File: config.mk
export PLATFORM = sky130hd
export DESIGN_NAME = smbus_io_expander_control
export DESIGN_NICKNAME = d
export VERILOG_FILES = /design/src/pkg/smbus_io_expander_pkg.sv /design/src/rtl/link_capture.sv /design/src/rtl/smbus_io_expander_control.sv
export VERILOG_INCLUDE_DIRS = /design/src /design/src/pkg
export SDC_FILE = /design/constraint.sdc
export NUM_CORES = 1
export LEC_CHECK = 0
export BUFFER_PORTS_ARGS = -buffer_cell sky130_fd_sc_hd__clkbuf_2
export CAP_MARGIN = 20
export CORE_MARGIN = 2
export CORE_UTILIZATION = 55
export DETAILED_ROUTE_END_ITERATION = 10
export PLACE_DENSITY = 0.79
export REMOVE_ABC_BUFFERS = 1
export SYNTH_ARGS = -nofsm -noshare
export SYNTH_HDL_FRONTEND = slang
export SYNTH_SLANG_ARGS = --single-unit
File: constraint.sdc
create_clock -name clk -period 14.6 [get_ports clk]
set_input_delay 0 -clock clk [delete_from_list [all_inputs] [get_ports clk]]
set_output_delay 0 -clock clk [all_outputs]
set_load 0.01 [all_outputs]
File: src/pkg/expander_cfg.svh
// constants of the expander control block: offsets, field positions, reset values
//
// Contract
// pin value bits show the selected expander: inputs as last fetched, outputs as driven
// pin value writes are dropped while the test override bit is clear
// with test override set, outputs sent to the expander come from software values
// pin value bits that are expander inputs stay read-only, even in test mode
// writing one to refresh request launches a transfer to the selected expander
// the refresh request bit always reads as zero
// in test mode a pin write with refresh set sends the written outputs
// select codes zero to four name expanders; other codes are reserved
// completion flag sets when a refresh transfer for the selected expander finishes
// in test mode, completion sets when the output-updating transfer finishes
// completion also sets when a written address's expander finishes initialisation; the code sets it only if that expander is the selected one
// writing one clears the completion flag; writing zero leaves it alone
// each expander has a seven-bit bus address used when addressing it
// software waits for and clears completion before starting another transfer
`ifndef EXPANDER_CFG_SVH
`define EXPANDER_CFG_SVH

// ****************************************************************
// sizes
// ****************************************************************
`define EXP_COUNT        5
`define EXP_PIN_W        16
`define EXP_IDX_W        3
`define REG_ADDR_W       12
`define REG_DATA_W       32
`define SYNC_STAGES      2

// ****************************************************************
// register offsets
// ****************************************************************
`define REG_CTRL_OFS     12'h430
`define REG_ADDR0_OFS    12'h434
`define REG_ADDR1_OFS    12'h438
`define REG_EVSTS_OFS    12'h440
`define REG_EVMSK_OFS    12'h444
`define REG_RESET        32'h0000_0000

// ****************************************************************
// field positions
// ****************************************************************
`define CTRL_PIN_LSB     0
`define CTRL_RELOAD_BIT  24
`define CTRL_TEST_BIT    25
`define CTRL_SEL_LSB     26
`define CTRL_SEL_W       4
`define CTRL_DONE_BIT    31
`define BUSADDR_W        7
`define BUSADDR_LSB      1
`define BUSADDR_STRIDE   8
`define ADDR0_FIELDS     4
`define EV_REFRESH_BIT   0
`define EV_INIT_BIT      1
`define EV_W             2
`define INPUT_MASK_DEF   80'h00FF_00FF_00FF_00FF_00FF

`endif

File: src/pkg/smbus_io_expander_pkg.sv
// types shared by the expander control block
package smbus_io_expander_pkg;

   // ****************************************************************
   // transfer sequencer states, gray coded along idle-request-wait
   // ****************************************************************
   typedef enum logic [1:0] {
      XF_IDLE = 2'h0,
      XF_REQ  = 2'h1,
      XF_WAIT = 2'h3
   } xfer_state_t;

endpackage : smbus_io_expander_pkg

File: src/rtl/link_capture.sv
// link capture: synchronises the link clock, frame and data, deserialises returned pin bits
`timescale 1ns/10ps
`include "expander_cfg.svh"

module link_capture #(
   parameter int W = `EXP_PIN_W
) (
   input  wire logic         clk,
   input  wire logic         rst,
   input  wire logic         link_clk,
   input  wire logic         link_frame,
   input  wire logic         link_bit,
   output wire logic         frame_active,
   output wire logic         word_done,
   output wire logic [W-1:0] word_data
);

   // ****************************************************************
   // state
   // ****************************************************************
   typedef struct packed {
      logic [`SYNC_STAGES-1:0] clk_s;
      logic [`SYNC_STAGES-1:0] frm_s;
      logic [`SYNC_STAGES-1:0] bit_s;
      logic                    clk_d;
      logic                    frm_d;
      logic [W-1:0]            shift;
      logic                    done;
      logic [W-1:0]            data;
   } cap_t;

   cap_t cap_r;
   cap_t cap_nxt;

   // only the second stage of each synchroniser feeds the edge logic
   always_comb begin
      cap_nxt       = cap_r;
      cap_nxt.clk_s = {cap_r.clk_s[0], link_clk};
      cap_nxt.frm_s = {cap_r.frm_s[0], link_frame};
      cap_nxt.bit_s = {cap_r.bit_s[0], link_bit};
      cap_nxt.clk_d = cap_r.clk_s[1];
      cap_nxt.frm_d = cap_r.frm_s[1];
      cap_nxt.done  = 1'b0;
      // a fresh frame starts from an empty word
      if (cap_r.frm_s[1] && !cap_r.frm_d) begin
         cap_nxt.shift = '0;
      end else if (cap_r.frm_s[1] && cap_r.clk_s[1] && !cap_r.clk_d) begin
         cap_nxt.shift = {cap_r.shift[W-2:0], cap_r.bit_s[1]}; // msb first
      end
      // the frame's own end closes the word; the link clock may stop after it
      if (cap_r.frm_d && !cap_r.frm_s[1]) begin
         cap_nxt.done = 1'b1;
         cap_nxt.data = cap_r.shift;
      end
   end

   always_ff @(posedge clk or posedge rst) begin
      if (rst) begin
         cap_r <= '0;
      end else begin
         cap_r <= cap_nxt;
      end
   end

   assign frame_active = cap_r.frm_s[1];
   assign word_done    = cap_r.done;
   assign word_data    = cap_r.data;

endmodule : link_capture

File: src/rtl/smbus_io_expander_control.sv
// expander control: register slave, transfer sequencer, completion flag and events
//
// The implementer's own choice: the address-and-strobe port.
`timescale 1ns/10ps
`include "expander_cfg.svh"

module smbus_io_expander_control #(
   parameter logic [`EXP_COUNT*`EXP_PIN_W-1:0] INPUT_MASK = `INPUT_MASK_DEF
) (
   input  wire logic                              clk,
   input  wire logic                              rst,
   input  wire logic [`REG_ADDR_W-1:0]            reg_addr,
   input  wire logic [`REG_DATA_W-1:0]            reg_wdata,
   input  wire logic                              reg_wr,
   input  wire logic                              reg_rd,
   output wire logic [`REG_DATA_W-1:0]            reg_rdata,
   input  wire logic [`EXP_COUNT*`EXP_PIN_W-1:0]  core_out,
   output wire logic [`EXP_COUNT*`EXP_PIN_W-1:0]  exp_in_values,
   input  wire logic                              link_clk,
   input  wire logic                              link_frame,
   input  wire logic                              link_bit,
   output wire logic                              xfer_req,
   output wire logic                              xfer_init,
   output wire logic [`BUSADDR_W-1:0]             xfer_addr,
   output wire logic [`EXP_PIN_W-1:0]             xfer_wdata,
   output wire logic                              busy,
   output wire logic                              irq
);

   localparam int N  = `EXP_COUNT;
   localparam int PW = `EXP_PIN_W;
   localparam int IW = `EXP_IDX_W;
   localparam int SW = `CTRL_SEL_W;
   localparam int AW = `BUSADDR_W;
   localparam int EW = `EV_W;
   localparam int DW = `REG_DATA_W;

   // ****************************************************************
   // state
   // ****************************************************************
   typedef struct packed {
      smbus_io_expander_pkg::xfer_state_t st;
      logic [SW-1:0]         sel;
      logic                  test;
      logic                  done;
      logic [N-1:0][PW-1:0]  in_val;
      logic [N-1:0][PW-1:0]  tst_out;
      logic [N-1:0][AW-1:0]  bus_addr;
      logic                  pend_ref;
      logic [IW-1:0]         pend_id;
      logic [N-1:0]          pend_init;
      logic [IW-1:0]         cur;
      logic                  cur_init;
      logic [EW-1:0]         ev_sts;
      logic [EW-1:0]         ev_msk;
      logic                  req;
      logic                  x_init;
      logic [AW-1:0]         x_addr;
      logic [PW-1:0]         x_wdata;
      logic [DW-1:0]         rdata;
   } ctl_t;

   ctl_t state_r;
   ctl_t state_nxt;

   // ****************************************************************
   // helper functions
   // ****************************************************************
   // reserved select codes address nothing
   function automatic logic sel_ok(input logic [SW-1:0] s);
      sel_ok = (s < SW'(N));
   endfunction : sel_ok

   function automatic logic [PW-1:0] mask_of(input logic [IW-1:0] e);
      mask_of = INPUT_MASK[e*PW +: PW];
   endfunction : mask_of

   function automatic logic [PW-1:0] core_of(input logic [IW-1:0] e);
      core_of = core_out[e*PW +: PW];
   endfunction : core_of

   // test override replaces the internal logic's outputs
   function automatic logic [PW-1:0] drive_of(input logic t, input logic [PW-1:0] tv,
                                              input logic [PW-1:0] cv);
      drive_of = t ? tv : cv;
   endfunction : drive_of

   // lowest pending initialisation goes first
   function automatic logic [IW-1:0] first_set(input logic [N-1:0] p);
      first_set = '0;
      for (int i = N - 1; i >= 0; i--) begin
         if (p[i]) begin
            first_set = IW'(i);
         end
      end
   endfunction : first_set

   // ****************************************************************
   // link side capture
   // ****************************************************************
   logic          frame_active;
   logic          word_done;
   logic [PW-1:0] word_data;

   link_capture #(
      .W (PW)
   ) u_capture (
      .clk          (clk),
      .rst          (rst),
      .link_clk     (link_clk),
      .link_frame   (link_frame),
      .link_bit     (link_bit),
      .frame_active (frame_active),
      .word_done    (word_done),
      .word_data    (word_data)
   );

   // ****************************************************************
   // decode and derived values
   // ****************************************************************
   logic          ctrl_wr;
   logic          sts_wr;
   logic [SW-1:0] wsel;
   logic [IW-1:0] widx;
   logic [IW-1:0] sidx;
   logic          take_ref;
   logic          take_init;
   logic [IW-1:0] launch_id;
   logic          finish;
   logic [PW-1:0] pin_view;

   assign ctrl_wr   = reg_wr && (reg_addr == `REG_CTRL_OFS);
   assign sts_wr    = reg_wr && (reg_addr == `REG_EVSTS_OFS);
   assign wsel      = reg_wdata[`CTRL_SEL_LSB +: SW];
   assign widx      = wsel[IW-1:0];
   assign sidx      = state_r.sel[IW-1:0];
   assign take_ref  = (state_r.st == smbus_io_expander_pkg::XF_IDLE) && state_r.pend_ref;
   assign take_init = (state_r.st == smbus_io_expander_pkg::XF_IDLE) && !state_r.pend_ref
                      && (|state_r.pend_init);
   assign launch_id = state_r.pend_ref ? state_r.pend_id : first_set(state_r.pend_init);
   assign finish    = (state_r.st == smbus_io_expander_pkg::XF_WAIT) && word_done;

   // inputs as fetched, outputs as currently driven
   assign pin_view = sel_ok(state_r.sel) ?
                     ((state_r.in_val[sidx] & mask_of(sidx))
                      | (drive_of(state_r.test, state_r.tst_out[sidx], core_of(sidx)) & ~mask_of(sidx)))
                     : '0;

   // ****************************************************************
   // next state
   // ****************************************************************
   // order: software clears, then hardware sets, so an event in the clear cycle survives
   always_comb begin
      state_nxt       = state_r;
      state_nxt.rdata = '0;
      if (ctrl_wr && reg_wdata[`CTRL_DONE_BIT]) begin
         state_nxt.done = 1'b0;
      end
      if (sts_wr) begin
         state_nxt.ev_sts = state_r.ev_sts & ~reg_wdata[EW-1:0];
      end
      // transfer sequencer
      case (state_r.st)
         smbus_io_expander_pkg::XF_IDLE: begin
            if (take_ref || take_init) begin
               state_nxt.st       = smbus_io_expander_pkg::XF_REQ;
               state_nxt.req      = 1'b1;
               state_nxt.cur      = launch_id;
               state_nxt.cur_init = take_init;
               state_nxt.x_init   = take_init;
               state_nxt.x_addr   = state_r.bus_addr[launch_id];
               state_nxt.x_wdata  = drive_of(state_r.test, state_r.tst_out[launch_id],
                                             core_of(launch_id));
               if (take_ref) begin
                  state_nxt.pend_ref = 1'b0;
               end else begin
                  state_nxt.pend_init[launch_id] = 1'b0;
               end
            end
         end
         smbus_io_expander_pkg::XF_REQ: begin
            // the engine owns the transfer once its frame is seen
            if (frame_active) begin
               state_nxt.req = 1'b0;
               state_nxt.st  = smbus_io_expander_pkg::XF_WAIT;
            end
         end
         smbus_io_expander_pkg::XF_WAIT: begin
            if (word_done) begin
               state_nxt.st                = smbus_io_expander_pkg::XF_IDLE;
               state_nxt.in_val[state_r.cur] = word_data;
               if ({1'b0, state_r.cur} == state_r.sel) begin
                  state_nxt.done = 1'b1;
               end
               if (state_r.cur_init) begin
                  state_nxt.ev_sts[`EV_INIT_BIT] = 1'b1;
               end else begin
                  state_nxt.ev_sts[`EV_REFRESH_BIT] = 1'b1;
               end
            end
         end
         default: begin
            state_nxt.st  = smbus_io_expander_pkg::XF_IDLE;
            state_nxt.req = 1'b0;
         end
      endcase
      // register writes that load or request
      if (ctrl_wr) begin
         state_nxt.test = reg_wdata[`CTRL_TEST_BIT];
         state_nxt.sel  = wsel;
         // input positions keep their old value: only output bits take the write
         if (reg_wdata[`CTRL_TEST_BIT] && sel_ok(wsel)) begin
            state_nxt.tst_out[widx] = (state_r.tst_out[widx] & mask_of(widx))
                                      | (reg_wdata[`CTRL_PIN_LSB +: PW] & ~mask_of(widx));
         end
         // a request while one is still queued replaces it; software is expected to wait
         if (reg_wdata[`CTRL_RELOAD_BIT] && sel_ok(wsel)) begin
            state_nxt.pend_ref = 1'b1;
            state_nxt.pend_id  = widx;
         end
      end
      if (reg_wr && (reg_addr == `REG_ADDR0_OFS)) begin
         for (int i = 0; i < `ADDR0_FIELDS; i++) begin
            state_nxt.bus_addr[i] = reg_wdata[`BUSADDR_LSB + i*`BUSADDR_STRIDE +: AW];
            state_nxt.pend_init[i] = 1'b1;
         end
      end
      if (reg_wr && (reg_addr == `REG_ADDR1_OFS)) begin
         state_nxt.bus_addr[N-1]  = reg_wdata[`BUSADDR_LSB +: AW];
         state_nxt.pend_init[N-1] = 1'b1;
      end
      if (reg_wr && (reg_addr == `REG_EVMSK_OFS)) begin
         state_nxt.ev_msk = reg_wdata[EW-1:0];
      end
      // read data stand only in the cycle after the strobe
      if (reg_rd) begin
         case (reg_addr)
            `REG_CTRL_OFS: begin
               state_nxt.rdata                           = `REG_RESET;
               state_nxt.rdata[`CTRL_PIN_LSB +: PW]      = pin_view;
               state_nxt.rdata[`CTRL_TEST_BIT]           = state_r.test;
               state_nxt.rdata[`CTRL_SEL_LSB +: SW]      = state_r.sel;
               state_nxt.rdata[`CTRL_DONE_BIT]           = state_r.done;
               state_nxt.rdata[`CTRL_RELOAD_BIT]         = 1'b0;
            end
            `REG_ADDR0_OFS: begin
               state_nxt.rdata = `REG_RESET;
               for (int i = 0; i < `ADDR0_FIELDS; i++) begin
                  state_nxt.rdata[`BUSADDR_LSB + i*`BUSADDR_STRIDE +: AW] = state_r.bus_addr[i];
               end
            end
            `REG_ADDR1_OFS: begin
               state_nxt.rdata                       = `REG_RESET;
               state_nxt.rdata[`BUSADDR_LSB +: AW]   = state_r.bus_addr[N-1];
            end
            `REG_EVSTS_OFS: begin
               state_nxt.rdata            = `REG_RESET;
               state_nxt.rdata[EW-1:0]    = state_r.ev_sts;
            end
            `REG_EVMSK_OFS: begin
               state_nxt.rdata            = `REG_RESET;
               state_nxt.rdata[EW-1:0]    = state_r.ev_msk;
            end
            default: begin
               state_nxt.rdata = `REG_RESET; // unmapped reads return zero
            end
         endcase
      end
   end

   // ****************************************************************
   // state register
   // ****************************************************************
   always_ff @(posedge clk or posedge rst) begin
      if (rst) begin
         state_r <= '0;
      end else begin
         state_r <= state_nxt;
      end
   end

   // ****************************************************************
   // outputs
   // ****************************************************************
   assign reg_rdata     = state_r.rdata;
   assign exp_in_values = state_r.in_val;
   assign xfer_req      = state_r.req;
   assign xfer_init     = state_r.x_init;
   assign xfer_addr     = state_r.x_addr;
   assign xfer_wdata    = state_r.x_wdata;
   assign busy          = (state_r.st != smbus_io_expander_pkg::XF_IDLE);
   assign irq           = |(state_r.ev_sts & state_r.ev_msk); // level while any unmasked event
endmodule : smbus_io_expander_control

==> out/qor.yml <==
floorplanning:
  coreArea_um2: 27000
  initial_core_util_pct: 55.9
  die_y_um: 169
  row_count: 60
  die-area_um2: 28700
  io_pins: 270
  fp.dieW_um: 169
power:
  power.density_nw_per_um2: 149
  p_leak_nw: 8.62
  fin_total_pwr_w: 0.00261
  ir_worst_vdd_v: 0.000133
sta:
  setup_tns_ps: 0
  post-route-min-period_ps: 3900
  period_share_pct: 26.7
  finClkSkew_ps: 13.7
  slew_violations: 0
  slew_headroom_pct: 24.0
  hold_violations: 0
  finalSetupViolations: 0
  max_freq_mhz: 256
  grt_setup_unrepaired: "false"
  worst_slew_pin_slew_ps: 1140
placed_design:
  globalplace.congestion: 0.873
  portBuffers: 266
  dp.cells: 1692
  dp_hpwl_um: 27200
global_route:
  grt_overflow: 0
  grt_pass1_wl_um: 64400
  grt_pass1_vias: 11443
  track_usage_pct: 29.1
  grt_max_degree: 91
  antenna_found_initial: 0
routing:
  drt-vias-per-instance: 5.97
  wl_per_cell_um: 22.8
  vias: 10861
  drc: 0
  ant_nets: 0
  totalWireLength_um: 41600
  drt_iter0_drc: 925
  drtPass1Iterations: 6
setup_path:
  r2r-start: "state_r[73]"
  criticalPathCategory: "reg2reg"
  end_kind: "flop"
  critPathLaunchType: "flop"
  cpMaxStageDelayCell: "dlygate4sd3_1"
  crit_path_max_fanout: 24
  critical_path.startpoint: "state_r[73]"
  arrival_ps: 4350
  cpPeakStageDelay_ps: 620
  crit_path_frequent_cell: "dlygate4sd3_1"
  critical_path.cell_chain: "or3_1, o22ai_1, and2_1, buf_4, a222oi_1, dlygate4sd3_1, a21oi_1, dlygate4sd3_1"
  worstPathRequired_ps: 15050
synthesis:
  seq_area_frac_synth_pct: 52.4
  netlist.top_cell.by_area: "dfrtp_1"
  yosys_warnings: 0
  syn_inst: 1309
  synth_seq_cells: 315
  syn_area_um2: 15100
  synth_cell_types: 59
  yosys-top-cells-area: "dfrtp_1 52%, mux2_2 15%, buf_4 6.8%"
  synth_edf_count: 0
  synthTopCellsByCount: "315 x dfrtp_1, 197 x mux2_2, 136 x buf_4, 129 x nand2_1, 94 x clkbuf_1"
  ys.flop_type: "dfrtp_1"
  synth_top_area_share_pct: 52.4
  syn_avg_cell_area_um2: 11.5
  synthArstFlopShare_pct: 100
  synth.most_common_cell: "dfrtp_1"
cells_and_area:
  stdcell_count: 1819
  layout.nets: 1585
  area_delta_synth_final_pct: 16.3
  drive_gt1_share_pct: 39.4
  finalCoreUtilization_pct: 65.0
  diodes: 0
clocking:
  clock-root-buffer: "clkbuf_16"
  numCtsBuffers: 34
  postCtsHoldBufs: 65
  clockBufferDepth: 3
  cts_resized: 0
  path_clk_slew_ps: 60
  cts_sinks: 315
  post-cts-setup-buffers: 0
  worstSkewPairLatency_ps: 510
  htreeDepth: 2
  cts_tree: "built"
status:
  status: "complete, no violations"
worst_hold_path:
  hold_path_class: "in2reg"
  min_from: "reg_addr[5]"
run:
  drv_cap: 0
-- sequential cells by signal, indices dropped and copies added, names as in the netlist, 4 cells and up --
signal               count
reg_rdata               30
u_capture.word_data     16
u_capture.cap_nxt        4
xfer_addr                7
state_r                136
xfer_wdata              16
exp_in_values           80
u_capture.cap_r         19
-- cells by family after synthesis --
family | share of synthesized area (%)
buffers and inverters | 9.67
AO/OA/AOI/OAI | 9.93
AND/OR/NAND/NOR | 8.68
XOR/XNOR | 0.175
multiplexers | 19.2
other | 0.0249
flip-flops | 52.4
-- placed cells by master (no fill, tap or decap), drive strengths merged, types with 5 or more instances in the layout --
cell and count:
dfrtp 315, clkbuf 315, mux2 197, nand2 130, a21oi 86, dlygate4sd3 65
nor2 48, mux2i 26, o21ai 26, buf 20, o22ai 19, mux4 18
nor2b 17, nand3 15, a2111oi 15, a222oi 12, a22oi 11, nor3 10
a22o 10, a31oi 10, and2 10, inv 8, o22a 7, a32oi 7
and3 6, bufinv 6, nand3b 6, a221oi 5
-- critical path: cells and delay by family (launching register included) --
family,cells,cell delay [ps]
AO/OA/AOI/OAI,3,670
flip-flops,1,530
AND/OR/NAND/NOR,2,1050
buffers and inverters,3,1580
-- per-layer routing --
layer	wire length [um]	vias up	global-route usage, %
li1	-	4775	-
met1	16700	5427	36.9
met2	19800	579	48.6
met3	3910	80	7.53
met4	1140	0	10.2
met5	0	-	0
-- through the flow --
| stage | hold WS, ps | instance area [um^2] | setup slack, ps |
|---|---|---|---|
| 3_3_place_gp | 110 | 15600 | 11560 |
| 5_1_grt | 49.9 | 17500 | 10550 |
| 2_1_floorplan | 31.4 | 13600 | 5890 |
| 4_1_cts | 1.46 | 17500 | 10710 |
| 6_report | 26.8 | 17500 | 10700 |
| 3_5_place_dp | 111 | 15600 | 11490 |
-- final timing paths --
path                                       end  slack, ps  cells past startpoint
max                              xfer_wdata[2]      10700                      8
min in group asynchronous    exp_in_values[60]        140                      3
min reg2reg                u_capture.cap_r[36]        350                      0
max in group asynchronous         state_r[162]      12990                      4
max reg2reg                      xfer_wdata[2]      10700                      8
min                               reg_rdata[0]         30                      4
-- power by group --
group,switching [W],internal (W)
logic,0.000448,0.000226
registers,0.0000507,0.000929
clock network,0.000351,0.000601
-- layout make-up --
| type | instances | area [um^2] |
|---|---|---|
| Fill cell | 2048 | 9440 |
| Sequential cell | 315 | 7880 |
| Multi-Input combinational cell | 744 | 5760 |
| Timing Repair Buffer | 352 | 2150 |
| Clock buffer | 48 | 1030 |
| Tap cell | 341 | 427 |
| Clock inverter | 12 | 224 |
| Inverter | 7 | 33.8 |
No activity file was read; power rests on OpenSTA's default activity.
